===== src/logic/dtc_defs.vh =====
// Purpose: constants for the dual timer/counter block (register indices, fields, modes, reset values)
// Assumes: AXI4-Lite byte address = 4 * register index
// Notes: included by bare name; definitions only
`ifndef DTC_DEFS_VH
`define DTC_DEFS_VH

// ************************************************************
// register indices (byte address is index times four)
// ************************************************************
`define DTC_IDX_W          10
`define DTC_IDX_CTRL       10'h088
`define DTC_IDX_MODE       10'h089
`define DTC_IDX_TL0        10'h08A
`define DTC_IDX_TL1        10'h08B
`define DTC_IDX_TH0        10'h08C
`define DTC_IDX_TH1        10'h08D
`define DTC_IDX_CKSEL      10'h08E
`define DTC_IDX_PINSET     10'h0B5

// ************************************************************
// field positions
// ************************************************************
`define DTC_CTRL_TF1       7
`define DTC_CTRL_TR1       6
`define DTC_CTRL_TF0       5
`define DTC_CTRL_TR0       4
`define DTC_MODE_GATE1     7
`define DTC_MODE_CT1       6
`define DTC_MODE_M1_HI     5
`define DTC_MODE_M1_LO     4
`define DTC_MODE_GATE0     3
`define DTC_MODE_CT0       2
`define DTC_MODE_M0_HI     1
`define DTC_MODE_M0_LO     0
`define DTC_CKSEL_T1M      4
`define DTC_CKSEL_T0M      3
`define DTC_PIN_T1OE       3
`define DTC_PIN_T0OE       2

// ************************************************************
// modes, resets, responses
// ************************************************************
`define DTC_MODE_13        2'h0
`define DTC_MODE_16        2'h1
`define DTC_MODE_RELOAD    2'h2
`define DTC_MODE_SPLIT     2'h3
`define DTC_RST_BYTE       8'h00
`define DTC_LOW5_MSB       4
`define DTC_PRESCALE       12
`define DTC_RESP_OKAY      2'h0
`define DTC_RESP_SLVERR    2'h2

`endif


===== src/logic/dtc_timer.v =====
// Purpose: two 16-bit timer/counters with four modes, toggle pins and baud tick, AXI4-Lite registers
// Assumes: pins synchronous to aclk; one write and one read outstanding at a time
// Notes: external interrupt edge/level bits of the control register read as zero
`timescale 1ns/1ps
`include "dtc_defs.vh"

module dtc_timer #(
  parameter ADDR_W    = 12,
  parameter PRESCALE  = `DTC_PRESCALE
) (
  input  wire              aclk,
  input  wire              aresetn,
  input  wire [ADDR_W-1:0] s_axi_awaddr,
  input  wire              s_axi_awvalid,
  output reg               s_axi_awready,
  input  wire [31:0]       s_axi_wdata,
  input  wire [3:0]        s_axi_wstrb,
  input  wire              s_axi_wvalid,
  output reg               s_axi_wready,
  output reg  [1:0]        s_axi_bresp,
  output reg               s_axi_bvalid,
  input  wire              s_axi_bready,
  input  wire [ADDR_W-1:0] s_axi_araddr,
  input  wire              s_axi_arvalid,
  output reg               s_axi_arready,
  output reg  [31:0]       s_axi_rdata,
  output reg  [1:0]        s_axi_rresp,
  output reg               s_axi_rvalid,
  input  wire              s_axi_rready,
  input  wire              isr_entry_zero,
  input  wire              isr_entry_one,
  input  wire              ext_gate_pin_zero,
  input  wire              ext_gate_pin_one,
  input  wire              count_pin_zero_i,
  output reg               count_pin_zero_o,
  output reg               count_pin_zero_oe,
  input  wire              count_pin_one_i,
  output reg               count_pin_one_o,
  output reg               count_pin_one_oe,
  output reg               ovf_flag_zero,
  output reg               ovf_flag_one,
  output reg               baud_tick_one
);

  // ************************************************************
  // helpers
  // ************************************************************
  // one counting step for a given mode: {overflow, high, low}
  function [16:0] dtc_step;
    input [1:0] mode;
    input [7:0] hi;
    input [7:0] lo;
    reg   [13:0] s13;
    reg   [16:0] s16;
    reg   [8:0]  s8;
    begin
      s13 = {1'b0, hi, lo[`DTC_LOW5_MSB:0]} + 14'h0001;
      s16 = {1'b0, hi, lo} + 17'h00001;
      s8  = {1'b0, lo} + 9'h001;
      case (mode)
        `DTC_MODE_13: begin
          dtc_step = {s13[13], s13[12:5], lo[7:5], s13[4:0]};
        end
        `DTC_MODE_16: begin
          dtc_step = s16;
        end
        `DTC_MODE_RELOAD: begin
          dtc_step = s8[8] ? {1'b1, hi, hi} : {1'b0, hi, s8[7:0]};
        end
        default: begin
          dtc_step = {s8[8], hi, s8[7:0]}; // low byte alone, split mode
        end
      endcase
    end
  endfunction

  function [`DTC_IDX_W-1:0] dtc_index;
    input [ADDR_W-1:0] addr;
    begin
      dtc_index = addr[`DTC_IDX_W+1:2];
    end
  endfunction

  // ************************************************************
  // registers
  // ************************************************************
  reg         tf1_reg, tr1_reg, tf0_reg, tr0_reg;
  reg  [7:0]  mode_reg;
  reg  [7:0]  tl0_reg, th0_reg, tl1_reg, th1_reg;
  reg         clkm1_reg, clkm0_reg;
  reg         toe1_reg, toe0_reg;
  reg         pin0_prev_reg, pin1_prev_reg;
  reg  [3:0]  pre_cnt_reg;
  reg         pre_tick_reg;
  reg         aw_held_reg, w_held_reg;
  reg  [`DTC_IDX_W-1:0] aw_idx_reg;
  reg  [31:0] wdata_reg;
  reg         wlane_reg;

  // ************************************************************
  // divide-by-12 enable
  // ************************************************************
  always @(posedge aclk) begin
    if (!aresetn) begin
      pre_cnt_reg  <= 4'h0;
      pre_tick_reg <= 1'b0;
    end else if (pre_cnt_reg == PRESCALE[3:0] - 4'h1) begin
      pre_cnt_reg  <= 4'h0;
      pre_tick_reg <= 1'b1;
    end else begin
      pre_cnt_reg  <= pre_cnt_reg + 4'h1;
      pre_tick_reg <= 1'b0;
    end
  end

  // ************************************************************
  // count sources
  // ************************************************************
  wire [1:0] mode0   = {mode_reg[`DTC_MODE_M0_HI], mode_reg[`DTC_MODE_M0_LO]};
  wire [1:0] mode1   = {mode_reg[`DTC_MODE_M1_HI], mode_reg[`DTC_MODE_M1_LO]};
  wire       split0  = (mode0 == `DTC_MODE_SPLIT);
  wire       fall0   = pin0_prev_reg & ~count_pin_zero_i;
  wire       fall1   = pin1_prev_reg & ~count_pin_one_i;
  wire       clk0    = clkm0_reg | pre_tick_reg;
  wire       clk1    = clkm1_reg | pre_tick_reg;
  wire       tick0   = mode_reg[`DTC_MODE_CT0] ? fall0 : clk0;
  wire       tick1   = mode_reg[`DTC_MODE_CT1] ? fall1 : clk1;
  wire       gate_ok0 = ~mode_reg[`DTC_MODE_GATE0] | ext_gate_pin_zero;
  wire       gate_ok1 = ~mode_reg[`DTC_MODE_GATE1] | ext_gate_pin_one;
  // split: timer one ignores run one, stops in its own mode 3 or when its gate holds it off
  wire       run1    = split0 ? 1'b1 : tr1_reg;
  wire       step0   = tr0_reg & gate_ok0 & tick0;
  wire       step1   = run1 & gate_ok1 & tick1 & (mode1 != `DTC_MODE_SPLIT);
  wire       step_h0 = split0 & tr1_reg & clk0;
  wire [16:0] res0   = dtc_step(mode0, th0_reg, tl0_reg);
  wire [16:0] res1   = dtc_step(mode1, th1_reg, tl1_reg);
  wire [8:0]  sum_h0 = {1'b0, th0_reg} + 9'h001;
  wire       ovf0    = step0 & res0[16];
  wire       ovf1    = step1 & res1[16];
  wire       ovf_h0  = step_h0 & sum_h0[8];
  wire       set_tf1 = split0 ? ovf_h0 : ovf1;

  // ************************************************************
  // bus write decode
  // ************************************************************
  wire                  wr_fire = aw_held_reg & w_held_reg & ~s_axi_bvalid;
  wire                  wr_lane = wr_fire & wlane_reg;
  wire [7:0]            wbyte   = wdata_reg[7:0];
  reg                   wr_ctrl, wr_mode, wr_tl0, wr_tl1, wr_th0, wr_th1, wr_cksel, wr_pin, wr_hit;

  always @* begin
    wr_ctrl  = 1'b0;
    wr_mode  = 1'b0;
    wr_tl0   = 1'b0;
    wr_tl1   = 1'b0;
    wr_th0   = 1'b0;
    wr_th1   = 1'b0;
    wr_cksel = 1'b0;
    wr_pin   = 1'b0;
    wr_hit   = 1'b1;
    if (aw_idx_reg == `DTC_IDX_CTRL) begin
      wr_ctrl = wr_lane;
    end else if (aw_idx_reg == `DTC_IDX_MODE) begin
      wr_mode = wr_lane;
    end else if (aw_idx_reg == `DTC_IDX_TL0) begin
      wr_tl0 = wr_lane;
    end else if (aw_idx_reg == `DTC_IDX_TL1) begin
      wr_tl1 = wr_lane;
    end else if (aw_idx_reg == `DTC_IDX_TH0) begin
      wr_th0 = wr_lane;
    end else if (aw_idx_reg == `DTC_IDX_TH1) begin
      wr_th1 = wr_lane;
    end else if (aw_idx_reg == `DTC_IDX_CKSEL) begin
      wr_cksel = wr_lane;
    end else if (aw_idx_reg == `DTC_IDX_PINSET) begin
      wr_pin = wr_lane;
    end else begin
      wr_hit = 1'b0;
    end
  end

  // ************************************************************
  // counters and flags
  // ************************************************************
  reg [7:0] tl0_next, th0_next, tl1_next, th1_next;
  reg       tf0_next, tf1_next;

  always @* begin
    tl0_next = tl0_reg;
    th0_next = th0_reg;
    tl1_next = tl1_reg;
    th1_next = th1_reg;
    if (step0) begin
      tl0_next = res0[7:0];
      if (!split0) begin
        th0_next = res0[15:8];
      end
    end
    if (step_h0) begin
      th0_next = sum_h0[7:0];
    end
    if (step1) begin
      tl1_next = res1[7:0];
      th1_next = res1[15:8];
    end
    // software write discards this cycle's increment of the written byte
    if (wr_tl0) begin
      tl0_next = wbyte;
    end
    if (wr_th0) begin
      th0_next = wbyte;
    end
    if (wr_tl1) begin
      tl1_next = wbyte;
    end
    if (wr_th1) begin
      th1_next = wbyte;
    end
    tf0_next = tf0_reg;
    tf1_next = tf1_reg;
    if (isr_entry_zero) begin
      tf0_next = 1'b0;
    end
    if (isr_entry_one) begin
      tf1_next = 1'b0;
    end
    if (wr_ctrl) begin
      tf0_next = wbyte[`DTC_CTRL_TF0];
      tf1_next = wbyte[`DTC_CTRL_TF1];
    end
    // set wins over any clear so no overflow is lost
    if (ovf0) begin
      tf0_next = 1'b1;
    end
    if (set_tf1) begin
      tf1_next = 1'b1;
    end
  end

  always @(posedge aclk) begin
    if (!aresetn) begin
      tl0_reg           <= `DTC_RST_BYTE;
      th0_reg           <= `DTC_RST_BYTE;
      tl1_reg           <= `DTC_RST_BYTE;
      th1_reg           <= `DTC_RST_BYTE;
      tf0_reg           <= 1'b0;
      tf1_reg           <= 1'b0;
      tr0_reg           <= 1'b0;
      tr1_reg           <= 1'b0;
      mode_reg          <= `DTC_RST_BYTE;
      clkm0_reg         <= 1'b0;
      clkm1_reg         <= 1'b0;
      toe0_reg          <= 1'b0;
      toe1_reg          <= 1'b0;
      pin0_prev_reg     <= 1'b0;
      pin1_prev_reg     <= 1'b0;
      ovf_flag_zero     <= 1'b0;
      ovf_flag_one      <= 1'b0;
      baud_tick_one     <= 1'b0;
      count_pin_zero_o  <= 1'b1;
      count_pin_one_o   <= 1'b1;
      count_pin_zero_oe <= 1'b0;
      count_pin_one_oe  <= 1'b0;
    end else begin
      tl0_reg       <= tl0_next;
      th0_reg       <= th0_next;
      tl1_reg       <= tl1_next;
      th1_reg       <= th1_next;
      tf0_reg       <= tf0_next;
      tf1_reg       <= tf1_next;
      ovf_flag_zero <= tf0_next;
      ovf_flag_one  <= tf1_next;
      pin0_prev_reg <= count_pin_zero_i;
      pin1_prev_reg <= count_pin_one_i;
      // only timer one feeds the serial port
      baud_tick_one <= ovf1;
      if (wr_ctrl) begin
        tr0_reg <= wbyte[`DTC_CTRL_TR0];
        tr1_reg <= wbyte[`DTC_CTRL_TR1];
      end
      if (wr_mode) begin
        mode_reg <= wbyte;
      end
      if (wr_cksel) begin
        clkm0_reg <= wbyte[`DTC_CKSEL_T0M];
        clkm1_reg <= wbyte[`DTC_CKSEL_T1M];
      end
      if (wr_pin) begin
        toe0_reg          <= wbyte[`DTC_PIN_T0OE];
        toe1_reg          <= wbyte[`DTC_PIN_T1OE];
        count_pin_zero_oe <= wbyte[`DTC_PIN_T0OE];
        count_pin_one_oe  <= wbyte[`DTC_PIN_T1OE];
      end
      // pin idles at 1 while disabled, so the first overflow drives it low
      if (!(wr_pin ? wbyte[`DTC_PIN_T0OE] : toe0_reg)) begin
        count_pin_zero_o <= 1'b1;
      end else if (ovf0) begin
        count_pin_zero_o <= ~count_pin_zero_o;
      end
      if (!(wr_pin ? wbyte[`DTC_PIN_T1OE] : toe1_reg)) begin
        count_pin_one_o <= 1'b1;
      end else if (ovf1) begin
        count_pin_one_o <= ~count_pin_one_o;
      end
    end
  end

  // ************************************************************
  // AXI4-Lite write channel
  // ************************************************************
  always @(posedge aclk) begin
    if (!aresetn) begin
      aw_held_reg   <= 1'b0;
      w_held_reg    <= 1'b0;
      aw_idx_reg    <= {`DTC_IDX_W{1'b0}};
      wdata_reg     <= 32'h00000000;
      wlane_reg     <= 1'b0;
      s_axi_awready <= 1'b0;
      s_axi_wready  <= 1'b0;
      s_axi_bvalid  <= 1'b0;
      s_axi_bresp   <= `DTC_RESP_OKAY;
    end else begin
      if (s_axi_awvalid && s_axi_awready) begin
        aw_held_reg   <= 1'b1;
        aw_idx_reg    <= dtc_index(s_axi_awaddr);
        s_axi_awready <= 1'b0;
      end else if (!aw_held_reg && !s_axi_bvalid) begin
        s_axi_awready <= 1'b1;
      end
      if (s_axi_wvalid && s_axi_wready) begin
        w_held_reg   <= 1'b1;
        wdata_reg    <= s_axi_wdata;
        wlane_reg    <= s_axi_wstrb[0];
        s_axi_wready <= 1'b0;
      end else if (!w_held_reg && !s_axi_bvalid) begin
        s_axi_wready <= 1'b1;
      end
      if (wr_fire) begin
        aw_held_reg  <= 1'b0;
        w_held_reg   <= 1'b0;
        s_axi_bvalid <= 1'b1;
        s_axi_bresp  <= wr_hit ? `DTC_RESP_OKAY : `DTC_RESP_SLVERR;
      end else if (s_axi_bvalid && s_axi_bready) begin
        s_axi_bvalid <= 1'b0;
      end
    end
  end

  // ************************************************************
  // AXI4-Lite read channel
  // ************************************************************
  wire [`DTC_IDX_W-1:0] ar_idx = dtc_index(s_axi_araddr);
  reg  [7:0]            rd_byte;
  reg                   rd_hit;

  always @* begin
    rd_byte = 8'h00;
    rd_hit  = 1'b1;
    if (ar_idx == `DTC_IDX_CTRL) begin
      rd_byte = {tf1_reg, tr1_reg, tf0_reg, tr0_reg, 4'h0};
    end else if (ar_idx == `DTC_IDX_MODE) begin
      rd_byte = mode_reg;
    end else if (ar_idx == `DTC_IDX_TL0) begin
      rd_byte = tl0_reg;
    end else if (ar_idx == `DTC_IDX_TL1) begin
      rd_byte = tl1_reg;
    end else if (ar_idx == `DTC_IDX_TH0) begin
      rd_byte = th0_reg;
    end else if (ar_idx == `DTC_IDX_TH1) begin
      rd_byte = th1_reg;
    end else if (ar_idx == `DTC_IDX_CKSEL) begin
      rd_byte = {3'h0, clkm1_reg, clkm0_reg, 3'h0};
    end else if (ar_idx == `DTC_IDX_PINSET) begin
      rd_byte = {4'h0, toe1_reg, toe0_reg, 2'h0};
    end else begin
      rd_hit = 1'b0;
    end
  end

  always @(posedge aclk) begin
    if (!aresetn) begin
      s_axi_arready <= 1'b0;
      s_axi_rvalid  <= 1'b0;
      s_axi_rdata   <= 32'h00000000;
      s_axi_rresp   <= `DTC_RESP_OKAY;
    end else if (s_axi_arvalid && s_axi_arready) begin
      s_axi_arready <= 1'b0;
      s_axi_rvalid  <= 1'b1;
      s_axi_rdata   <= {24'h000000, rd_byte};
      s_axi_rresp   <= rd_hit ? `DTC_RESP_OKAY : `DTC_RESP_SLVERR;
    end else if (s_axi_rvalid) begin
      if (s_axi_rready) begin
        s_axi_rvalid <= 1'b0;
      end
    end else begin
      s_axi_arready <= 1'b1;
    end
  end

endmodule


===== config.mk =====
export PLATFORM = sky130hd
export DESIGN_NAME = dtc_timer
export DESIGN_NICKNAME = d
export VERILOG_FILES = /design/src/logic/dtc_timer.v
export VERILOG_INCLUDE_DIRS = /design/src /design/src/logic
export SDC_FILE = /design/constraint.sdc
export NUM_CORES = 1
export LEC_CHECK = 0
export BUFFER_PORTS_ARGS = -buffer_cell sky130_fd_sc_hd__buf_2
export CORE_MARGIN = 2
export CORE_UTILIZATION = 30
export DETAILED_ROUTE_END_ITERATION = 8
export HOLD_SLACK_MARGIN = 0.02
export PLACE_DENSITY_LB_ADDON = 0.3
export SETUP_SLACK_MARGIN = 0.05
export SYNTH_ARGS = -nofsm -noshare
export SYNTH_HDL_FRONTEND = slang
export SYNTH_SLANG_ARGS = --single-unit

===== constraint.sdc =====
create_clock -name aclk -period 5.2 [get_ports aclk]
set_input_delay 0.26 -clock aclk [delete_from_list [all_inputs] [get_ports aclk]]
set_output_delay 0.26 -clock aclk [all_outputs]
set_load 0.05 [all_outputs]

## After elaboration in Yosys (flattened, before gate mapping)

Cells that the tools add are included.

- $add $sub $neg: 8
- Equal/unequal tests: 28
- Muxes and demuxes: 94
- Bitwise logic cells: 27
- Reduce and logical (&&, ||, !) cells: 31

Operator list:

| cell | count |
|---|---|
| $eq A10 B8 Y1 const B | 16 |
| $mux W8 | 16 |
| $pmux W17 S3 | 2 |
| $mux W1 | 70 |
| $add A16 B1 Y17 const B | 2 |
| $mux W17 | 2 |
| $add A13 B1 Y14 const B | 2 |
| $add A8 B1 Y9 const B | 3 |
| $and A1 B1 Y1 | 15 |
| $reduce_bool A3 Y1 | 4 |
| $reduce_or A2 Y1 | 5 |
| $ne A2 B2 Y1 const B | 4 |
| $not A1 Y1 | 8 |
| $reduce_and A2 Y1 | 4 |
| $reduce_bool A2 Y1 | 4 |
| $eq A2 B2 Y1 const B | 3 |
| $logic_and A1 B1 Y1 | 6 |
| $mux W5 | 1 |
| $add A4 B1 Y4 const B | 1 |
| $eq A2 B1 Y1 const B | 2 |
| $eq A4 B4 Y1 const B | 1 |
| $logic_not A2 Y1 | 2 |
| $mux W2 | 2 |
| $mux W4 | 1 |
| other kinds (7) | 12 |

- Register bits after elaboration: 98
- Input port bits: 73
- Output and inout port bits: 48

## Logic depth before layout (Yosys ltp)

- Word-level depth: 13
- Mapped depth: 8

## Least setup slack after synthesis

No wires, ideal clock.

- Kind: reg-to-reg
- From: register s_axi_bvalid
- To: register tl1_reg[0]
- Library setup time: 0.121 ns
- Data arrival time: 1.869 ns
- Setup slack: 3.210 ns
- Stages on the path, launching flop included: 9
- Buffers on the path: 3
- Period minus slack after synthesis: 1.990 ns
- Path through: dfxtp_1 -> and3b_1 -> buf_2 -> nand4_4 -> or3_1 -> clkbuf_1 -> buf_6 -> o21ai_1 -> a21oi_1

- Cells in the longest elaborated chain, start to end: 8

RTL lines:

| element | line | text |
|---|---|---|
| start, declared | dtc_timer.v:21 | `output reg s_axi_bvalid,` |
| start signal, assigned | dtc_timer.v:320 | `s_axi_bvalid <= 1'b0;` |
| start signal, assigned | dtc_timer.v:341 | `s_axi_bvalid <= 1'b1;` |
| start signal, assigned | dtc_timer.v:344 | `s_axi_bvalid <= 1'b0;` |
| $not A1 Y1 (*) | dtc_timer.v:146 | `wire wr_fire = aw_held_reg & w_held_reg & ~s_axi_bvalid;` |
| $and A1 B1 Y1 (*) | dtc_timer.v:146 |  |
| $and A1 B1 Y1 (*) | dtc_timer.v:147 | `wire wr_lane = wr_fire & wlane_reg;` |
| $mux W1 (*) | dtc_timer.v:167 | `` end else if (aw_idx_reg == `DTC_IDX_TL1) begin `` |
| $mux W1 (*) | dtc_timer.v:165 | `` end else if (aw_idx_reg == `DTC_IDX_TL0) begin `` |
| $mux W1 (*) | dtc_timer.v:163 | `` end else if (aw_idx_reg == `DTC_IDX_MODE) begin `` |
| $mux W1 (*) | dtc_timer.v:161 | `` if (aw_idx_reg == `DTC_IDX_CTRL) begin `` |
| $mux W8 / $reduce_bool A2 Y1 (equally long branches) | - |  |
| end signal, assigned | dtc_timer.v:244 | `` tl1_reg <= `DTC_RST_BYTE; `` |
| end signal, assigned | dtc_timer.v:267 | `tl1_reg <= tl1_next;` |
| end, declared | dtc_timer.v:89 | `reg [7:0] tl0_reg, th0_reg, tl1_reg, th1_reg;` |

Every way passes the cells marked *; elsewhere a longest branch is shown, timed or not.
A chain may end at the register's enable or synchronous reset.

## Worst setup path in the final report

- From: register mode_reg[1]
- To: register tf1_reg

- Cells in the longest elaborated chain, start to end: 8

RTL lines:

| element | line | text |
|---|---|---|
| start, declared | dtc_timer.v:88 | `reg [7:0] mode_reg;` |
| start signal, assigned | dtc_timer.v:250 | `` mode_reg <= `DTC_RST_BYTE; `` |
| start signal, assigned | dtc_timer.v:282 | `mode_reg <= wbyte;` |
| $eq A2 B2 Y1 (no source line) (*) | - |  |
| $mux W1 | dtc_timer.v:131 | `wire run1 = split0 ? 1'b1 : tr1_reg;` |
| $and A1 B1 Y1 (3 in series) | dtc_timer.v:133 | `` wire step1 = run1 & gate_ok1 & tick1 & (mode1 != `DTC_MODE_SPLIT); `` |
| $and A1 B1 Y1 | dtc_timer.v:139 | `wire ovf1 = step1 & res1[16];` |
| $mux W1 (*) | dtc_timer.v:141 | `wire set_tf1 = split0 ? ovf_h0 : ovf1;` |
| $reduce_bool A3 Y1 (no source line) / $mux W1 (equally long branches) | - |  |
| end signal, assigned | dtc_timer.v:270 | `tf1_reg <= tf1_next;` |
| end, declared | dtc_timer.v:87 | `reg tf1_reg, tr1_reg, tf0_reg, tr0_reg;` |

Marks and branches as above.

==> summary.txt <==
Status: complete, no violations
Post-layout power: 1590 µW
DR vias: 5,341
CTS Hold Buffers Added: 0
Crit-path cells: and2_1, o32a_1, nand3_1, nor3_1, o21ai_0, a21oi_1
PnR worst setup slack: 2.62 ns
Final Max Slew Viols: 0
Most Used Layer, Global Route: met2
Final setup fails: 0
Vias per inst: 5.37
Setup Skew: 0.00914 ns
Worst Hold Class: in2reg
Avg WL per Cell: 16.9 µm
Pre-CTS setup slack: 2.77 ns
CTS tree: done
GR Util met1: 23.1%
CP max FO: 13
Fillers: 2,003
Mapped Cells: 722
Avg Cell Area, Syn: 7.81 µm²
GRT met3 Usage: 4.65%
Maximum vdd drop: 196 µV
Core Util, Final: 33.7%
Period utilization: 49.6%
Worst EP arrival: 2.87 ns
Initial antenna violation count: 0
Grt ovf: 0
Post-DP HPWL: 12.0 mm
RD Place Congestion: 0.904
TNS Setup: 0 ns
Antenna Cells: 0
Final Hold Vio Count: 0
Slew headroom: 39.9%
Asr flop ratio synth: 0%
# clock sinks: 96
Final Non-Filler Cells: 994
Initial DRC count: 401
Die Y: 141 µm
I/O Buffers: 63
Crit path max-delay cell type: nor3_1
CP required: 5.49 ns
Share of cells above drive strength 1: 13.4%
Largest net degree at the start of global routing: 49
Row count: 50
Min cycle time layout: 2.58 ns
CTS Buf Count: 9
Number of global-route vias before repair: 4,884
RSZ-0062 raised after global routing: no
Synth cell types: 71
Placed Cells: 978
Leakage power: 0.00217 µW
Top FF cell, synth: dfxtp_1
PostCTS Resize Cnt: 0
CP peak stage delay: 0.71 ns
IO Pins: 121
CP startpoint kind: register
Fmax: 388 MHz
Area Overhead vs Synth: 11.1%
Setup Buffers After CTS: 0
Area of the multi-input gates: 0.00339 mm²
Die X: 141 µm
CORE AREA: 0.0186 mm²
CTS Buffer Depth: 2
Max reg flops: 10
Crit Path Class: reg2reg
First-pass GRT wire length: 26.5 mm
Seq/Total Area, Yosys: 34.1%
Remaining DRCs: 0
Routed Antenna Nets: 0
Latest clock arrival within the worst-skew pair: 0.36 ns
Power density cells: 254 mW/mm²
Final wirelength: 16.8 mm
Sequential cell area: 0.00192 mm²
Mapped Area: 0.00564 mm²
Pre-antenna DRT Iters: 5
CTS Root Cell: clkbuf_16
Die Area: 0.0199 mm²
Htree depth: 3
Max cap viols: 0
Number of synthesized flops with an enable pin: 0
GR Util All Layers: 16.8%
Setup crit end kind: register
Synth warn: 0
Final nets: 832
Seq cells post-synth: 96
Starting Density: 30.3%
Pin slew with the least headroom to its limit: 0.901 ns
M2 GR Usage: 25.9%
Clock transition at the registers of the reported paths: 0.07 ns
## kinds of logic after synthesis
group / Yosys count / synth area share [%]
fa+ha+maj: 4 / 0.888
other cells: 1 / 0.0665
simple gates: 295 / 27.7
compound gates: 205 / 23.1
buf+inv: 81 / 7.46
mux: 21 / 3.75
flops: 96 / 34.1
xor+xnor: 19 / 2.95
## metal layers
metal	wire length, µm	vias to the layer above
met5	0	-
met4	333	0
li1	-	2640
met1	7740	2477
met2	7450	193
met3	1250	31
## cell type report
class | instances | share of cell area (%)
clock buffer | 9 | 3.60
clock inverter | 7 | 0.879
inverter | 13 | 0.779
multi-input combinational | 570 | 54.1
sequential | 96 | 30.7
tap | 234 | 4.67
timing repair buffer | 65 | 5.27
## synthesized netlist by cell type (all sizes together) (5+ instances only)
library cell    n  area, µm²
a22oi           7       52.6
xor2            8       70.1
mux2i          20        200
nor2           46        173
nand2b         13       81.3
o22ai           6       37.5
xnor2          11       96.3
nor4b           5       88.8
nor2b           9       56.3
inv            13       48.8
nor3b           8       71.3
buf            42        274
and2            8       50.1
o2111ai         7       67.6
clkbuf         26       97.6
a31oi          10       62.6
nor4            9       98.8
nand4           9       77.6
nand3          33        175
nor3           18       90.1
a211oi         11       87.6
o211ai          8       60.1
o31ai           5       37.5
dfxtp          96       1920
and3            7       43.8
nand2         112        420
o21ai          46        230
or3             6       42.5
a21oi          72        364
## cell usage in the layout, fill, tap and decap left out, types with 4 or more instances in the layout
master / n
nand4_1: 7
and3_1: 7
ha_1: 4
nand2b_1: 13
a31oi_1: 10
or3_1: 5
a21oi_1: 71
xnor2_1: 11
o211ai_1: 8
nor2b_1: 9
xor2_1: 8
dfxtp_1: 96
a22oi_1: 7
conb_1: 26
a21boi_0: 4
clkbuf_16: 9
nor3b_1: 7
and4_1: 4
and2_1: 8
o22ai_1: 6
nand3_1: 31
nor2_1: 46
mux2i_1: 20
o221ai_1: 4
nand2_1: 112
o31ai_1: 5
inv_1: 12
o2111ai_1: 6
nor4_1: 5
o21ai_0: 43
buf_2: 63
a211oi_1: 10
nor3_1: 18
nand3b_1: 4
## metrics by stage
| stage | hold slack, ns | instance area (µm²) |
|---|---|---|
| 2_1_floorplan | 0.382 | 5730 |
| 3_3_place_gp | 0.432 | 5980 |
| 3_5_place_dp | 0.440 | 5980 |
| 4_1_cts | 0.109 | 6260 |
| 5_1_grt | 0.110 | 6260 |
| 6_report | 0.117 | 6260 |
## worst max-delay path: cells and delay by family (launching register included)
kind,cells,cell delay [ns]
AO/OA/AOI/OAI,3,0.69
flip-flops,1,0.64
AND/OR/NAND/NOR,3,1.19
## worst paths after layout
check / start / to / slack, ns / cells after the start
max: mode_reg[1]$_SDFFE_PN0P_ / tf1_reg$_SDFFE_PN0P_ / 2.62 / 6
min: count_pin_one_i / pin1_prev_reg$_SDFF_PN0_ / 0.12 / 2
max reg2reg: mode_reg[1]$_SDFFE_PN0P_ / tf1_reg$_SDFFE_PN0P_ / 2.62 / 6
min reg2reg: pre_cnt_reg[0]$_SDFF_PP0_ / pre_cnt_reg[0]$_SDFF_PP0_ / 0.45 / 1
## power breakdown
group | switching [µW] | internal [µW] | total, µW
Sequential | 26.5 | 753 | 779
Clock | 315 | 330 | 645
Combinational | 125 | 43.3 | 168
Note: power is estimated with default switching activity, not from simulation.
